$ cat config.mk
export PLATFORM = sky130hd
export DESIGN_NAME = mmcs_core
export DESIGN_NICKNAME = d
export VERILOG_FILES = /design/src/pkg/mmcs_pkg.sv /design/src/rtl/mmcs_core.sv
export SDC_FILE = /design/constraint.sdc
export NUM_CORES = 1
export LEC_CHECK = 0
export ABC_AREA = 1
export BUFFER_PORTS_ARGS = -buffer_cell sky130_fd_sc_hd__clkbuf_2
export CAP_MARGIN = 10
export CORE_MARGIN = 3
export CORE_UTILIZATION = 60
export CTS_CLUSTER_DIAMETER = 80
export DETAILED_ROUTE_END_ITERATION = 8
export PLACE_DENSITY = 0.8
export SLEW_MARGIN = 10
export SYNTH_ARGS = -nofsm -noshare
export SYNTH_HDL_FRONTEND = slang
export SYNTH_SLANG_ARGS = --single-unit
$ cat constraint.sdc
create_clock -name core_clk -period 6 [get_ports core_clk]
set_input_delay 1.2 -clock core_clk [delete_from_list [all_inputs] [get_ports core_clk]]
set_output_delay 1.2 -clock core_clk [all_outputs]
set_load 0.05 [all_outputs]
$ cat src/pkg/mmcs_pkg.sv
// Package with the character codes, settings layout and timing constants of the motion command block.
`default_nettype none
package mmcs_pkg;
  localparam logic [7:0] CH_M_LO  = 8'h6D;
  localparam logic [7:0] CH_M_UP  = 8'h4D;
  localparam logic [7:0] CH_O_LO  = 8'h6F;
  localparam logic [7:0] CH_O_UP  = 8'h4F;
  localparam logic [7:0] CH_P_LO  = 8'h70;
  localparam logic [7:0] CH_P_UP  = 8'h50;
  localparam logic [7:0] CH_R_LO  = 8'h72;
  localparam logic [7:0] CH_R_UP  = 8'h52;
  localparam logic [7:0] CH_S_LO  = 8'h73;
  localparam logic [7:0] CH_S_UP  = 8'h53;
  localparam logic [7:0] CH_U_LO  = 8'h75;
  localparam logic [7:0] CH_U_UP  = 8'h55;
  localparam logic [7:0] CH_V_LO  = 8'h76;
  localparam logic [7:0] CH_V_UP  = 8'h56;
  localparam logic [7:0] CH_D_UP  = 8'h44;
  localparam logic [7:0] CH_YES   = 8'h59;
  localparam logic [7:0] CH_NO    = 8'h4E;
  localparam logic [7:0] CH_PLUS  = 8'h2B;
  localparam logic [7:0] CH_MINUS = 8'h2D;
  localparam logic [7:0] CH_DIS   = 8'h41;
  localparam logic [7:0] CH_ZERO  = 8'h30;
  localparam logic [7:0] CH_NINE  = 8'h39;
  localparam logic [7:0] PING_RST = 8'h01;
  localparam logic [7:0] RANGE_MAX = 8'h07;
  localparam logic [7:0] TIME_OFF_HI = 8'h80;
  localparam logic [7:0] SENS_RST  = 8'h00;
  localparam logic [7:0] ACT_RST   = 8'h00;
  localparam logic [1:0] DIGITS_TEXT = 2'd3;
  localparam int unsigned CLK_HZ       = 200_000_000;
  localparam int unsigned SEC_PER_MIN  = 60;
  localparam int unsigned TICK_CYCLES  = CLK_HZ;

  typedef enum logic [2:0] {
    MMCS_IDLE = 3'b000,
    MMCS_ARG  = 3'b001,
    MMCS_SEND = 3'b011
  } mmcs_state_t;

  typedef enum logic [1:0] {
    MMCS_SD_OFF   = 2'd0,
    MMCS_SD_PLUS  = 2'd1,
    MMCS_SD_MINUS = 2'd2
  } mmcs_sdir_t;

  typedef struct packed {
    logic       unsol_en;
    logic       dual_en;
    mmcs_sdir_t single_dir;
    logic [2:0] range;
    logic [7:0] sens;
    logic [7:0] ping;
    logic [7:0] act_time;
  } mmcs_cfg_t;

  typedef struct packed {
    logic       valid;
    logic [7:0] data;
  } mmcs_byte_t;
endpackage : mmcs_pkg
`default_nettype wire

$ cat src/rtl/mmcs_core.sv
// Command interpreter for the motion module settings, output timer and motion reports.
`default_nettype none
module mmcs_core #(
  parameter int unsigned TICK = mmcs_pkg::TICK_CYCLES
) (
  input  wire logic                core_clk,
  input  wire logic                reset,
  input  wire mmcs_pkg::mmcs_byte_t rx,
  output logic                     rx_ready,
  output mmcs_pkg::mmcs_byte_t     tx,
  input  wire logic                tx_ready,
  input  wire logic                text_mode,
  input  wire logic                pin_is_reset,
  input  wire logic                motion_event,
  input  wire logic                motion_dir_minus,
  output mmcs_pkg::mmcs_cfg_t      cfg,
  output logic                     motion_indicator_output,
  output logic                     motion_indicator_output_n,
  output logic                     motion_pending
);
  import mmcs_pkg::*;

  // ****************************************************************
  // State
  // ****************************************************************
  typedef struct packed {
    mmcs_state_t st;
    mmcs_cfg_t   cfg;
    logic [7:0]  cmd;
    logic [7:0]  acc;
    logic [1:0]  ndig;
    logic [2:0][7:0] txb;
    logic [1:0]  tx_cnt;
    logic [1:0]  tx_idx;
    logic        rep_pend;
    logic [7:0]  rep_char;
    logic [7:0]  remain;
    logic        in_min;
    logic [31:0] tick;
    logic [5:0]  sec_in_min;
    logic        latched;
  } mmcs_s_t;

  mmcs_s_t s_q;
  mmcs_s_t s_d;

  function automatic logic [7:0] yn(input logic b);
    return b ? CH_YES : CH_NO;
  endfunction

  function automatic logic [7:0] dig(input logic [7:0] v, input logic [1:0] pos);
    logic [7:0] r;
    r = 8'h00;
    case (pos)
      2'd0: r = CH_ZERO + v / 8'd100;
      2'd1: r = CH_ZERO + (v / 8'd10) % 8'd10;
      default: r = CH_ZERO + v % 8'd10;
    endcase
    return r;
  endfunction

  // Seconds value for codes below 0x80, the code with bit 8 set for minute codes, zero for off codes.
  function automatic logic [8:0] dec_time(input logic [7:0] t);
    logic [8:0] r;
    r = 9'h000;
    if (t == 8'h00 || t == TIME_OFF_HI) begin
      r = 9'h000;
    end else if (!t[7]) begin
      r = {2'b00, t[6:0]};
    end else begin
      r = {1'b1, t} ;
    end
    return r;
  endfunction

  function automatic logic needs_arg(input logic [7:0] c);
    return c == CH_M_UP || c == CH_O_UP || c == CH_P_UP || c == CH_R_UP ||
           c == CH_S_UP || c == CH_U_UP || c == CH_V_UP || c == CH_D_UP;
  endfunction

  logic [7:0] arg;
  logic       arg_done;
  logic       is_num;
  logic       dir_ok;
  logic [7:0] reply;
  logic       has_reply;
  logic       tx_busy;

  // ****************************************************************
  // Next state
  // ****************************************************************
  always_comb begin
    s_d       = s_q;
    arg       = rx.data;
    arg_done  = 1'b0;
    reply     = 8'h00;
    has_reply = 1'b0;
    is_num    = 1'b0;
    tx_busy   = (s_q.tx_idx != s_q.tx_cnt);
    dir_ok    = 1'b0;
    rx_ready  = (s_q.st != MMCS_SEND) && !tx_busy;

    // Timer countdown; minute range counts sixty seconds per step.
    if (s_q.remain != 8'h00) begin
      if (s_q.tick == TICK - 1) begin
        s_d.tick = 32'd0;
        if (s_q.in_min && s_q.sec_in_min != 6'(SEC_PER_MIN - 1)) begin
          s_d.sec_in_min = s_q.sec_in_min + 6'd1;
        end else begin
          s_d.sec_in_min = 6'd0;
          s_d.remain = s_q.remain - 8'd1;
        end
      end else begin
        s_d.tick = s_q.tick + 32'd1;
      end
    end

    // Motion events, filtered by the direction modes.
    dir_ok = (s_q.cfg.single_dir == MMCS_SD_OFF) ||
             (s_q.cfg.single_dir == MMCS_SD_PLUS && !motion_dir_minus) ||
             (s_q.cfg.single_dir == MMCS_SD_MINUS && motion_dir_minus);
    if (motion_event && dir_ok) begin
      s_d.latched = 1'b1;
      if (dec_time(s_q.cfg.act_time) != 9'h000) begin
        s_d.remain     = s_q.cfg.act_time[7] ? s_q.cfg.act_time - 8'h80 : s_q.cfg.act_time;
        s_d.in_min     = s_q.cfg.act_time[7];
        s_d.tick       = 32'd0;
        s_d.sec_in_min = 6'd0;
      end
      if (s_q.cfg.unsol_en) begin
        s_d.rep_pend = 1'b1;
        s_d.rep_char = (s_q.cfg.dual_en && s_q.cfg.single_dir == MMCS_SD_OFF) ?
                       (motion_dir_minus ? CH_MINUS : CH_PLUS) : CH_M_UP;
      end
    end

    case (s_q.st)
      MMCS_IDLE: begin
        if (rx.valid && rx_ready) begin
          s_d.cmd  = rx.data;
          s_d.acc  = 8'h00;
          s_d.ndig = 2'd0;
          if (needs_arg(rx.data)) begin
            s_d.st = MMCS_ARG;
          end else begin
            has_reply = 1'b1;
            case (rx.data)
              CH_M_LO: reply = yn(s_q.cfg.unsol_en);
              CH_O_LO: begin reply = s_q.in_min ? s_q.remain + 8'h80 : s_q.remain; is_num = 1'b1; end
              CH_P_LO: begin reply = s_q.cfg.ping; is_num = 1'b1; end
              CH_R_LO: begin reply = {5'd0, s_q.cfg.range}; is_num = 1'b1; end
              CH_S_LO: begin reply = s_q.cfg.sens; is_num = 1'b1; end
              CH_U_LO: reply = yn(s_q.cfg.dual_en);
              CH_V_LO: begin
                case (s_q.cfg.single_dir)
                  MMCS_SD_PLUS:  reply = CH_PLUS;
                  MMCS_SD_MINUS: reply = CH_MINUS;
                  default:       reply = CH_DIS;
                endcase
              end
              default: has_reply = 1'b0;
            endcase
          end
        end
      end
      MMCS_ARG: begin
        if (rx.valid && rx_ready) begin
          // Ping takes one raw character; other numbers use three digits in text mode.
          if (text_mode && s_q.cmd != CH_P_UP && s_q.cmd != CH_M_UP &&
              s_q.cmd != CH_U_UP && s_q.cmd != CH_V_UP) begin
            arg = 8'((s_q.acc * 8'd10) + (rx.data - CH_ZERO));
            s_d.acc  = arg;
            s_d.ndig = s_q.ndig + 2'd1;
            arg_done = (s_q.ndig == DIGITS_TEXT - 2'd1);
          end else begin
            arg_done = 1'b1;
          end
          if (arg_done) begin
            s_d.st = MMCS_IDLE;
            case (s_q.cmd)
              CH_M_UP: if (arg == CH_YES || arg == CH_NO) s_d.cfg.unsol_en = (arg == CH_YES);
              CH_U_UP: if (arg == CH_YES || arg == CH_NO) s_d.cfg.dual_en = (arg == CH_YES);
              CH_V_UP: begin
                if (arg == CH_DIS) s_d.cfg.single_dir = MMCS_SD_OFF;
                else if (arg == CH_PLUS) s_d.cfg.single_dir = MMCS_SD_PLUS;
                else if (arg == CH_MINUS) s_d.cfg.single_dir = MMCS_SD_MINUS;
              end
              CH_P_UP: s_d.cfg.ping = arg;
              CH_R_UP: if (arg <= RANGE_MAX) s_d.cfg.range = arg[2:0];
              CH_S_UP: s_d.cfg.sens = arg;
              CH_D_UP: s_d.cfg.act_time = arg;
              CH_O_UP: begin
                // Stored regardless of pin mode; latched status untouched.
                s_d.remain     = (dec_time(arg) == 9'h000) ? 8'h00 : (arg[7] ? arg - 8'h80 : arg);
                s_d.in_min     = arg[7];
                s_d.tick       = 32'd0;
                s_d.sec_in_min = 6'd0;
              end
              default: s_d.st = MMCS_IDLE;
            endcase
          end
        end
      end
      default: s_d.st = MMCS_IDLE;
    endcase

    // Transmit queue: a reply is one byte or three digits.
    if (has_reply) begin
      if (is_num && text_mode) begin
        s_d.txb[0] = dig(reply, 2'd0);
        s_d.txb[1] = dig(reply, 2'd1);
        s_d.txb[2] = dig(reply, 2'd2);
        s_d.tx_cnt = DIGITS_TEXT;
      end else begin
        s_d.txb[0] = reply;
        s_d.tx_cnt = 2'd1;
      end
      s_d.tx_idx = 2'd0;
    end else if (tx_busy && tx_ready) begin
      s_d.tx_idx = s_q.tx_idx + 2'd1;
    end else if (!tx_busy && s_q.rep_pend && tx_ready && s_q.st == MMCS_IDLE && !rx.valid) begin
      // A motion event in the cycle the old report leaves must not be lost.
      s_d.rep_pend = motion_event && dir_ok && s_q.cfg.unsol_en;
    end
  end

  // ****************************************************************
  // Registers and outputs
  // ****************************************************************
  always_ff @(posedge core_clk) begin
    if (reset) begin
      s_q            <= '0;
      s_q.st         <= MMCS_IDLE;
      s_q.cfg.ping   <= PING_RST;
      s_q.cfg.sens   <= SENS_RST;
      s_q.cfg.act_time <= ACT_RST;
    end else begin
      s_q <= s_d;
    end
  end

  logic rep_out;
  assign rep_out = (s_q.tx_idx == s_q.tx_cnt) && s_q.rep_pend && s_q.st == MMCS_IDLE && !rx.valid;

  always_comb begin
    tx.valid = (s_q.tx_idx != s_q.tx_cnt) || rep_out;
    tx.data  = (s_q.tx_idx != s_q.tx_cnt) ? s_q.txb[s_q.tx_idx] : s_q.rep_char;
  end

  assign cfg                       = s_q.cfg;
  assign motion_indicator_output   = (s_q.remain != 8'h00) && !pin_is_reset;
  assign motion_indicator_output_n = !motion_indicator_output;
  assign motion_pending            = s_q.latched;
endmodule : mmcs_core
`default_nettype wire

---- Word-level counts from Yosys, hierarchy flattened ----
Index checks and enable logic that the tools add are counted.
storage, ports and cells
  word-level logic and storage cells ...... 234
  register bits after elaboration ......... 137
cells by class
  equality and inequality tests ........... 48
  muxes and demuxes ....................... 79
  multipliers ............................. 1
  reductions and logical operators ........ 64
  add/subtract/negate cells ............... 13
  $lt $le $gt $ge ......................... 2
  div/mod/pow operators ................... 4
operator list
  kind                                                   number
  2-to-1 mux 47 bit                                      5
  equality test 8 x 7 -> 1 bit, second input constant    26
  2-to-1 mux 8 bit                                       18
  2-to-1 mux 9 bit                                       10
  2-to-1 mux 34 bit                                      2
  2-to-1 mux 57 bit                                      1
  one-hot mux 8 bit (7 select lines)                     1
  2-to-1 mux 10 bit                                      4
  2-to-1 mux 38 bit                                      1
  adder 32 x 1 -> 32 bit, second input constant          1
  equality test 32 x 28 -> 1 bit, second input constant  1
  2-to-1 mux 32 bit                                      1
  inequality test 8 x 7 -> 1 bit, second input constant  4
  adder 6 x 8 -> 8 bit, first input constant             3
  logical AND 1 bit                                      22
  one-hot mux 10 bit (2 select lines)                    1
  AND reduction 4 bit                                    5
  AND reduction 5 bit                                    4
  2-to-1 mux 1 bit                                       18
  binary-select mux 8 bit (select 2 bit)                 1
  equality test 8 x 6 -> 1 bit, second input constant    2
  equality test 8 bit, second input constant             2
  zero test 8 bit                                        2
  modulo 8 x 4 -> 8 bit, second input constant           2
  other kinds (40)                                       74

---- Longest topological paths before layout ----
Gate-level depths: netlist of the first run.
  word-level depth ........................ 21
  depth in mapped cells ................... 49
  mapped depth without buffers ............ 47

---- Least setup slack after synthesis of the first run ----
Ideal clock, no wire load.
  path type ............................... input to register
  from .................................... input rx[0] in the netlist's numbering
  to ...................................... register s_q[75] in the netlist's numbering
  stages .................................. 39
  slack ................................... 0.479 ns
  arrival ................................. 5.392 ns
  required time ........................... 5.871 ns
  buffers on the path ..................... 1
  cell sequence ........................... buf_2 > nand2_2 > nor2_2 > nand2_2 > nor2_1 > nor2_1 > nand2_2 > nand3_2 > ha_1 > a211oi_1 > inv_2 > nand2_2 > inv_2 > nand2_2 > nand2_1 > nor2_1 > nor2_2 > inv_2 > [... 3 more ...] > nor2_2 > nand2_4 > nand2_2 > nand3_1 > nand2_2 > nand4_2 > nand2_2 > nand2_1 > nand2_2 > inv_2 > ha_1 > nand3_1 > nand4_1 > nand2_1 > nand2_1 > ha_1 > xnor2_1 > a21oi_1
on the way
  cells in the longest elaborated chain, start to end .. 14
  elaborated cells on any way between the ends .. 41
  classes of those cells .................. 1 x add/sub; 2 x div; 15 x eq/ne; 12 x mux; 11 x reduce/logical
RTL lines
  element                         RTL line          RTL
  start: declaration              mmcs_core.sv:8    input wire mmcs_pkg::mmcs_byte_t rx,
  equality test 8 x 7 -> 1 bit    mmcs_core.sv:77   return c == CH_M_UP || c == CH_O_UP || c == CH_P_UP || c == CH_R_UP ||
  logical OR 1 bit (4 in series)  mmcs_core.sv:77
  logical OR 1 bit (3 in series)  mmcs_core.sv:78   c == CH_S_UP || c == CH_U_UP || c == CH_V_UP || c == CH_D_UP;
  2-to-1 mux 8 bit                mmcs_core.sv:143  if (needs_arg(rx.data)) begin
  2-to-1 mux 8 bit                mmcs_core.sv:139  if (rx.valid && rx_ready) begin
  2-to-1 mux 8 bit                mmcs_core.sv:137  case (s_q.st)
  divider 8 x 4 -> 8 bit          mmcs_core.sv:56   2'd1: r = CH_ZERO + (v / 8'd10) % 8'd10;
  modulo 8 x 4 -> 8 bit           mmcs_core.sv:56
  adder 6 x 8 -> 8 bit            mmcs_core.sv:56
  end: declaration                mmcs_core.sv:44   mmcs_s_t s_q;
Parallel ways exist; a longest one is shown, timed or not.
A chain may end at the register's enable or synchronous reset.

---- Worst setup path in the final report of the first run ----
Same ends and word-level chain as after synthesis.

==> results of run 1 <==
layout by cell type (no fill, tap or decap), types with 11 or more instances in the layout:
cell type	instances
sky130_fd_sc_hd__buf_4	18
sky130_fd_sc_hd__nor2_1	133
sky130_fd_sc_hd__o22ai_1	12
sky130_fd_sc_hd__nor3_1	30
sky130_fd_sc_hd__inv_1	181
sky130_fd_sc_hd__clkbuf_16	17
sky130_fd_sc_hd__nand2_1	246
sky130_fd_sc_hd__dfxtp_1	131
sky130_fd_sc_hd__nand2_2	34
sky130_fd_sc_hd__o21ai_0	83
sky130_fd_sc_hd__clkbuf_2	58
sky130_fd_sc_hd__nand4_1	20
sky130_fd_sc_hd__xnor2_1	18
sky130_fd_sc_hd__inv_2	21
sky130_fd_sc_hd__nor4_1	18
sky130_fd_sc_hd__xor2_1	25
sky130_fd_sc_hd__nor2_4	11
sky130_fd_sc_hd__ha_1	39
sky130_fd_sc_hd__nand3_1	70
sky130_fd_sc_hd__a21oi_1	92
registers in the layout (all words and copies together), names as in the netlist:
register and flops:
cfg 31, motion_pending 1, s_q 99
final cells by class:
cell class | count | share of cell area [%]
repair buffers | 77 | 4.340
inverters | 206 | 7.776
well taps | 184 | 2.308
clock inverters | 14 | 1.781
flip-flops and latches | 131 | 26.29
clock buffers | 18 | 4.402
multi-input cells | 943 | 53.10
metrics by stage:
step / instances / total power (uW)
2_1_floorplan: 1336 / 989.7
3_3_place_gp: 1538 / 1033
3_5_place_dp: 1538 / 1035
4_1_cts: 1570 / 2103
5_1_grt: 1573 / 2164
6_report: 1573 / 2109
cell families after synthesis:
| kind of cell | Yosys count |
|---|---|
| AND/OR/NAND/NOR | 602 |
| buffers and inverters | 263 |
| AO/OA/AOI/OAI | 255 |
| flip-flops | 131 |
| XOR/XNOR | 44 |
| adder cells (fa/ha/maj) | 41 |
critical path, delay by kind of cell:
family	cells	cell delay, ns
xor gates and xnor gates	1	0.15
adders and majority gates	3	0.69
and+or+nand+nor	30	2.88
AOI/OAI and AO/OA	2	0.26
buffers and inverters	7	0.70
routing by layer:
metal	vias up	wire length, um	global-route usage, %
met4	0	512	9.488
met3	44	1762	6.434
li1	4434	-	-
met1	4010	10380	38.35
met5	-	0	0
met2	312	10960	46.77
timing repair:
| action | 4_1_cts | 5_1_grt |
|---|---|---|
| gates resized for setup | 0 | 12 |
| setup buffers | 0 | 2 |
| setup endpoints to repair | 0 | 4 |
final timing paths:
check                                           from                   end  slack (ns)  cells past startpoint
worst min register to register  s_q[85]$_SDFFE_PP0P_  s_q[85]$_SDFFE_PP0P_        0.45                      1
worst max register to register  s_q[58]$_SDFFE_PP0P_  s_q[75]$_SDFFE_PP0P_        0.62                     40
worst min-delay path            s_q[85]$_SDFFE_PP0P_  s_q[85]$_SDFFE_PP0P_        0.45                      1
worst max-delay path                           rx[0]  s_q[75]$_SDFFE_PP0P_        0.40                     43
power breakdown:
part	internal (uW)	total (uW)	switching [uW]
Clock	670	1090	417
Sequential	876	881	5.08
Combinational	37.9	142	104
==> impl_metrics.xml, run 1 <==
<?xml version="1.0" encoding="UTF-8"?>
<metrics>
  <group name="global_route">
    <metric name="globalRouteTotalUtil" unit="%">28.90</metric>
    <metric name="wire_length_of_the_first_global_routing_pass" unit="mm">38.90</metric>
    <metric name="grt_start_max_net_pins" unit="">55</metric>
    <metric name="grt_antenna_before_repair" unit="">0</metric>
    <metric name="grt.overflow.total" unit="">0</metric>
    <metric name="first_global_vias" unit="">8178</metric>
  </group>
  <group name="critical_path">
    <metric name="critPathMaxFanout" unit="">9</metric>
    <metric name="timing.critical_path.from_type" unit="">input pin</metric>
    <metric name="worstPathRequired" unit="ns">6.31</metric>
    <metric name="cp.arrival" unit="ns">5.91</metric>
    <metric name="path_class" unit="">in2reg</metric>
    <metric name="cp_slowest_cell" unit="">sky130_fd_sc_hd__ha_1</metric>
    <metric name="timing.critical_path.slowest_cell_delay" unit="ns">0.30</metric>
    <metric name="path_common_cell" unit="">sky130_fd_sc_hd__nand2_2</metric>
    <metric name="worst_setup_path_end_kind" unit="">flop</metric>
  </group>
  <group name="finish">
    <metric name="area_of_all_sequential_standard_cells" unit="mm^2">0.002623</metric>
    <metric name="multiInputGateArea" unit="mm^2">0.005298</metric>
    <metric name="design.final.nets" unit="">1433</metric>
    <metric name="design_area" unit="mm^2">0.009976</metric>
    <metric name="drive_gt1_share" unit="%">15.84</metric>
    <metric name="fillerInstances" unit="">1274</metric>
    <metric name="diodes" unit="">0</metric>
    <metric name="post-route-util" unit="%">68.38</metric>
    <metric name="area_added_between_synthesis_and_finish" unit="%">10.84</metric>
  </group>
  <group name="logic_synthesis">
    <metric name="synth_top_family_by_area" unit="">simple AND/OR/NAND/NOR gates</metric>
    <metric name="synth_top_flop_cell" unit="">sky130_fd_sc_hd__dfxtp_1</metric>
    <metric name="synthesis.instances" unit="">1336</metric>
    <metric name="synthesis.nets" unit="">1393</metric>
    <metric name="post_synth_most_frequent_cells" unit="">sky130_fd_sc_hd__nand2_1, sky130_fd_sc_hd__inv_1, sky130_fd_sc_hd__nor2_1, sky130_fd_sc_hd__dfxtp_1, sky130_fd_sc_hd__a21oi_1</metric>
    <metric name="portion_of_netlist_area_occupied_by_mux_cells" unit="%">0</metric>
    <metric name="synth_compound_area_share" unit="%">16.68</metric>
    <metric name="syn_area" unit="mm^2">0.009000</metric>
    <metric name="synthTopCellsByArea" unit="">sky130_fd_sc_hd__dfxtp_1, sky130_fd_sc_hd__nand2_1, sky130_fd_sc_hd__inv_1, sky130_fd_sc_hd__nor2_1, sky130_fd_sc_hd__ha_1</metric>
    <metric name="most_used_standard_cell_by_instance_count_after_synthesis" unit="">sky130_fd_sc_hd__nand2_1</metric>
    <metric name="synth_top_area_share" unit="%">29.14</metric>
    <metric name="synth.largest_area_cell" unit="">sky130_fd_sc_hd__dfxtp_1</metric>
    <metric name="yosysSeqAreaShare" unit="%">29.14</metric>
    <metric name="yosysWarnings" unit="">0</metric>
    <metric name="synthAdderAreaFrac" unit="%">5.867</metric>
    <metric name="synth-seq-cells" unit="">131</metric>
    <metric name="synth-edff-count" unit="">0</metric>
    <metric name="ys_async_sr_fraction" unit="%">0</metric>
    <metric name="synth.lib_cells_used.distinct" unit="">59</metric>
    <metric name="synth.avg_cell_area" unit="um^2">6.736</metric>
    <metric name="yosys.area_share.simple" unit="%">31.48</metric>
    <metric name="synth-xor-area-share" unit="%">4.365</metric>
  </group>
  <group name="clock_network">
    <metric name="clock_tree.htree_level_count" unit="">4</metric>
    <metric name="clk_root_buffer_cell" unit="">sky130_fd_sc_hd__clkbuf_16</metric>
    <metric name="cts_buffers" unit="">17</metric>
    <metric name="tritoncts" unit="">yes</metric>
    <metric name="worst_skew_pair_latency" unit="ns">0.43</metric>
    <metric name="max-clock-path-buffers" unit="">2</metric>
    <metric name="cts.sink_count" unit="">131</metric>
    <metric name="cts-hold-fix-buffers" unit="">0</metric>
    <metric name="clk_pin_slew" unit="ns">0.06</metric>
  </group>
  <group name="sta">
    <metric name="clock-skew-final" unit="ns">0.01163</metric>
    <metric name="max-slew-margin-rel" unit="%">31.41</metric>
    <metric name="setup-violations-final" unit="">0</metric>
    <metric name="fmax" unit="GHz">0.1787</metric>
    <metric name="finalCritPeriodShare" unit="%">93.27</metric>
    <metric name="setup_total_negative_slack" unit="ns">0</metric>
    <metric name="worst_pin_slew" unit="ns">1.026</metric>
    <metric name="timing_max_transition_violations_final" unit="">0</metric>
    <metric name="hold_violation_total_from_the_final_report" unit="">0</metric>
    <metric name="final.setup.worst_slack" unit="ns">0.4037</metric>
    <metric name="holdWs" unit="ns">0.4492</metric>
    <metric name="final.min_clock_period" unit="ns">5.596</metric>
  </group>
  <group name="placed_design">
    <metric name="port_buffers" unit="">59</metric>
    <metric name="placement.cell_area" unit="mm^2">0.009299</metric>
    <metric name="pre_cts_ws" unit="ns">-0.06499</metric>
    <metric name="dpl.hpwl" unit="mm">17.75</metric>
    <metric name="gp_congestion" unit="">0.9926</metric>
  </group>
  <group name="run">
    <metric name="max_cap_viol" unit="">0</metric>
  </group>
  <group name="detailed_routing">
    <metric name="dr_pass1_iterations" unit="">7</metric>
    <metric name="drc" unit="">0</metric>
    <metric name="routed_wl" unit="mm">23.62</metric>
    <metric name="wl_per_cell" unit="um">15.01</metric>
    <metric name="vias" unit="">8800</metric>
    <metric name="drt.antenna.violating_nets" unit="">0</metric>
    <metric name="detailedRoute.firstIterationViolations" unit="">1017</metric>
    <metric name="routed_via_density" unit="">5.594</metric>
  </group>
  <group name="power">
    <metric name="vdd_ir_drop_max" unit="mV">0.1734</metric>
    <metric name="p_leak" unit="uW">0.004390</metric>
    <metric name="power.density" unit="mW/mm^2">211.4</metric>
  </group>
  <group name="floorplan">
    <metric name="initial_utilization" unit="%">61.69</metric>
    <metric name="die_w" unit="um">128.5</metric>
    <metric name="placeableCoreArea" unit="mm^2">0.01459</metric>
    <metric name="rows" unit="">44</metric>
    <metric name="die_y" unit="um">128.5</metric>
    <metric name="die-area" unit="mm^2">0.01651</metric>
    <metric name="boundaryPins" unit="">60</metric>
  </group>
  <group name="min_path">
    <metric name="min-delay-path-class" unit="">reg2reg</metric>
  </group>
  <group name="status">
    <metric name="result_of_the_run" unit="">finished clean</metric>
  </group>
</metrics>
No activity file was read; power rests on OpenSTA's default activity.
==> run 2: changes to the inputs <==
- PLACE_DENSITY: 0.8 -> 0.81
==> run 2 against run 1 <==
Net effect:
- design area down 0.75%
- sequential power is essentially flat
- clock skew is 0.0034 ns lower
- critical path type unchanged
- largest power group unchanged
==> impl_metrics.xml, run 2 (synthesis results as in run 1) <==
<?xml version="1.0" encoding="UTF-8"?>
<metrics>
  <group name="critical_path">
    <metric name="crit_family" unit="">simple AND/OR/NAND/NOR gates</metric>
    <metric name="cp.arrival" unit="ns">5.96</metric>
    <metric name="regToRegStartpoint" unit="">s_q[58]$_SDFFE_PP0P_</metric>
    <metric name="crit_buf_inv" unit="">5</metric>
    <metric name="timing.critical_path.slowest_cell_delay" unit="ns">0.27</metric>
    <metric name="path_class" unit="">in2reg</metric>
    <metric name="worst_setup_path_startpoint" unit="">rx[0]</metric>
    <metric name="worst_setup_path_end_kind" unit="">flop</metric>
    <metric name="cp_slowest_cell" unit="">sky130_fd_sc_hd__ha_1</metric>
    <metric name="timing.critical_path.from_type" unit="">input pin</metric>
    <metric name="critPathMaxFanout" unit="">10</metric>
    <metric name="ff2ff_setup_slack" unit="ns">0.56</metric>
    <metric name="worstPathRequired" unit="ns">6.29</metric>
  </group>
  <group name="detailed_routing">
    <metric name="routed_wl" unit="mm">23.23</metric>
    <metric name="vias" unit="">8852</metric>
    <metric name="dr_pass1_iterations" unit="">7</metric>
    <metric name="detailedRoute.firstIterationViolations" unit="">900</metric>
    <metric name="drc" unit="">0</metric>
    <metric name="wl_per_cell" unit="um">14.78</metric>
    <metric name="routed_via_density" unit="">5.631</metric>
    <metric name="drt.antenna.violating_nets" unit="">0</metric>
  </group>
  <group name="finish">
    <metric name="layout.cells.most_common_list" unit="">sky130_fd_sc_hd__nand2_1, sky130_fd_sc_hd__inv_1, sky130_fd_sc_hd__nor2_1</metric>
    <metric name="largest-register" unit="">s_q</metric>
    <metric name="mostFrequentLayoutCell" unit="">sky130_fd_sc_hd__nand2_1</metric>
    <metric name="drive_gt1_share" unit="%">15.78</metric>
    <metric name="area_added_between_synthesis_and_finish" unit="%">10.01</metric>
    <metric name="design.final.nets" unit="">1434</metric>
    <metric name="fillerInstances" unit="">1254</metric>
    <metric name="diodes" unit="">0</metric>
    <metric name="largest_reg_flops" unit="">99</metric>
    <metric name="non_filler_instance_count_after_layout" unit="">1572</metric>
  </group>
  <group name="floorplan">
    <metric name="initial_utilization" unit="%">61.69</metric>
    <metric name="die_y" unit="um">128.5</metric>
    <metric name="placeableCoreArea" unit="mm^2">0.01459</metric>
    <metric name="die_w" unit="um">128.5</metric>
    <metric name="rows" unit="">44</metric>
    <metric name="die-area" unit="mm^2">0.01651</metric>
    <metric name="boundaryPins" unit="">60</metric>
  </group>
  <group name="clock_network">
    <metric name="clk_root_buffer_cell" unit="">sky130_fd_sc_hd__clkbuf_16</metric>
    <metric name="tritoncts" unit="">yes</metric>
    <metric name="cts.sink_count" unit="">131</metric>
    <metric name="max-clock-path-buffers" unit="">2</metric>
    <metric name="worst_skew_pair_latency" unit="ns">0.43</metric>
    <metric name="clock_tree.htree_level_count" unit="">4</metric>
    <metric name="clk_pin_slew" unit="ns">0.06</metric>
    <metric name="cts_buffers" unit="">17</metric>
    <metric name="cts-hold-fix-buffers" unit="">0</metric>
  </group>
  <group name="placed_design">
    <metric name="gp_congestion" unit="">1.028</metric>
    <metric name="port_buffers" unit="">59</metric>
    <metric name="placed_cells" unit="">1538</metric>
    <metric name="dpl.hpwl" unit="mm">17.83</metric>
  </group>
  <group name="global_route">
    <metric name="first_global_vias" unit="">8091</metric>
    <metric name="wire_length_of_the_first_global_routing_pass" unit="mm">38.29</metric>
    <metric name="grt_start_max_net_pins" unit="">40</metric>
    <metric name="grt_antenna_before_repair" unit="">0</metric>
    <metric name="grt.overflow.total" unit="">0</metric>
    <metric name="globalRouteTotalUtil" unit="%">28.39</metric>
  </group>
  <group name="sta">
    <metric name="hold_violation_total_from_the_final_report" unit="">0</metric>
    <metric name="clock-skew-final" unit="ns">0.008213</metric>
    <metric name="fmax" unit="GHz">0.1763</metric>
    <metric name="timing_max_transition_violations_final" unit="">0</metric>
    <metric name="setup_total_negative_slack" unit="ns">0</metric>
    <metric name="setup-violations-final" unit="">0</metric>
    <metric name="final.min_clock_period" unit="ns">5.673</metric>
    <metric name="max-slew-margin-rel" unit="%">30.84</metric>
    <metric name="worst_pin_slew" unit="ns">1.035</metric>
    <metric name="finalCritPeriodShare" unit="%">94.55</metric>
  </group>
  <group name="min_path">
    <metric name="min-delay-path-class" unit="">reg2reg</metric>
    <metric name="hold_path_startpoint" unit="">s_q[85]$_SDFFE_PP0P_</metric>
  </group>
  <group name="power">
    <metric name="sequentialPowerShare" unit="%">45.0</metric>
    <metric name="netSwitchingFraction" unit="%">26.05</metric>
    <metric name="power.density" unit="mW/mm^2">197.9</metric>
    <metric name="power_frac_clock" unit="%">47.8</metric>
    <metric name="switchingPower" unit="uW">510.4</metric>
    <metric name="part_of_the_total_power_dissipated_in_combinational_logic" unit="%">7.2</metric>
    <metric name="cell_internal_pwr" unit="uW">1449</metric>
    <metric name="totalPowerFinal" unit="uW">1959</metric>
    <metric name="p_leak" unit="uW">0.004346</metric>
    <metric name="vdd_ir_drop_max" unit="mV">0.2035</metric>
  </group>
  <group name="status">
    <metric name="result_of_the_run" unit="">finished clean</metric>
  </group>
  <group name="run">
    <metric name="max_cap_viol" unit="">0</metric>
  </group>
</metrics>
[run 2: through the flow]
step	utilization, %	instance area [um^2]	worst slack, ns	hold WS, ns
after floorplan	-	9000	0.4795	0.4223
after global placement	63.74	9299	0.09050	0.4382
after detailed placement	63.74	9299	-0.1062	0.4494
after CTS	67.34	9824	0.3256	0.4559
after global routing	67.86	9901	-0.07600	0.4680
final	67.86	9901	0.3270	0.4526
[run 2: path summary, 6_finish.rpt]
path	to	depth (start not counted)
setup / recovery	s_q[75]$_SDFFE_PP0P_	40
hold reg to reg	s_q[85]$_SDFFE_PP0P_	1
hold / removal	s_q[85]$_SDFFE_PP0P_	1
setup reg to reg	s_q[75]$_SDFFE_PP0P_	37
[run 2: layout make-up]
class                           count  area [um^2]  share of cell area (%)
Timing Repair Buffer               78        440.4                   4.448
Sequential cell                   131         2623                   26.49
Multi-Input combinational cell    943         5304                   53.57
Tap cell                          184        230.2                   2.325
Clock inverter                     11        82.58                  0.8341
Clock buffer                       19        442.9                   4.474
Inverter                          206        778.2                   7.860
[run 2: layer usage]
| layer | global-route usage, % | share of wire (%) | up-vias |
|---|---|---|---|
| li1 | - | - | 4436 |
| met1 | 37.17 | 44 | 4009 |
| met2 | 46.25 | 45 | 346 |
| met3 | 6.144 | 7.6 | 61 |
| met4 | 10.17 | 2.7 | 0 |
| met5 | 0 | 0 | - |
[run 2: power by group through the flow]
| stage | registers (uW) | logic (uW) | clock network (uW) |
|---|---|---|---|
| floorplan | 900 | 89.5 | 0 |
| global placement | 900 | 134 | 0 |
| detailed placement | 900 | 135 | 0 |
| CTS | 881 | 136 | 936 |
| global route | 882 | 154 | 973 |
| finish | 881 | 141 | 937 |
[run 2: worst reg2reg max path, delay by kind of cell, from the launching register on]
family / cells / cell delay (ns)
flops: 1 / 0.72
compound gates: 3 / 0.47
xor+xnor: 3 / 0.54
fa+ha+maj: 3 / 0.67
buf+inv: 3 / 0.20
simple gates: 25 / 2.68
[run 2: what timing repair did]
| item | 4_1_cts | 5_1_grt |
|---|---|---|
| buffers inserted | 0 | 3 |
| hold endpoints to repair | 0 | 0 |
| resized for setup | 0 | 13 |
| endpoints found under the setup margin | 0 | 4 |
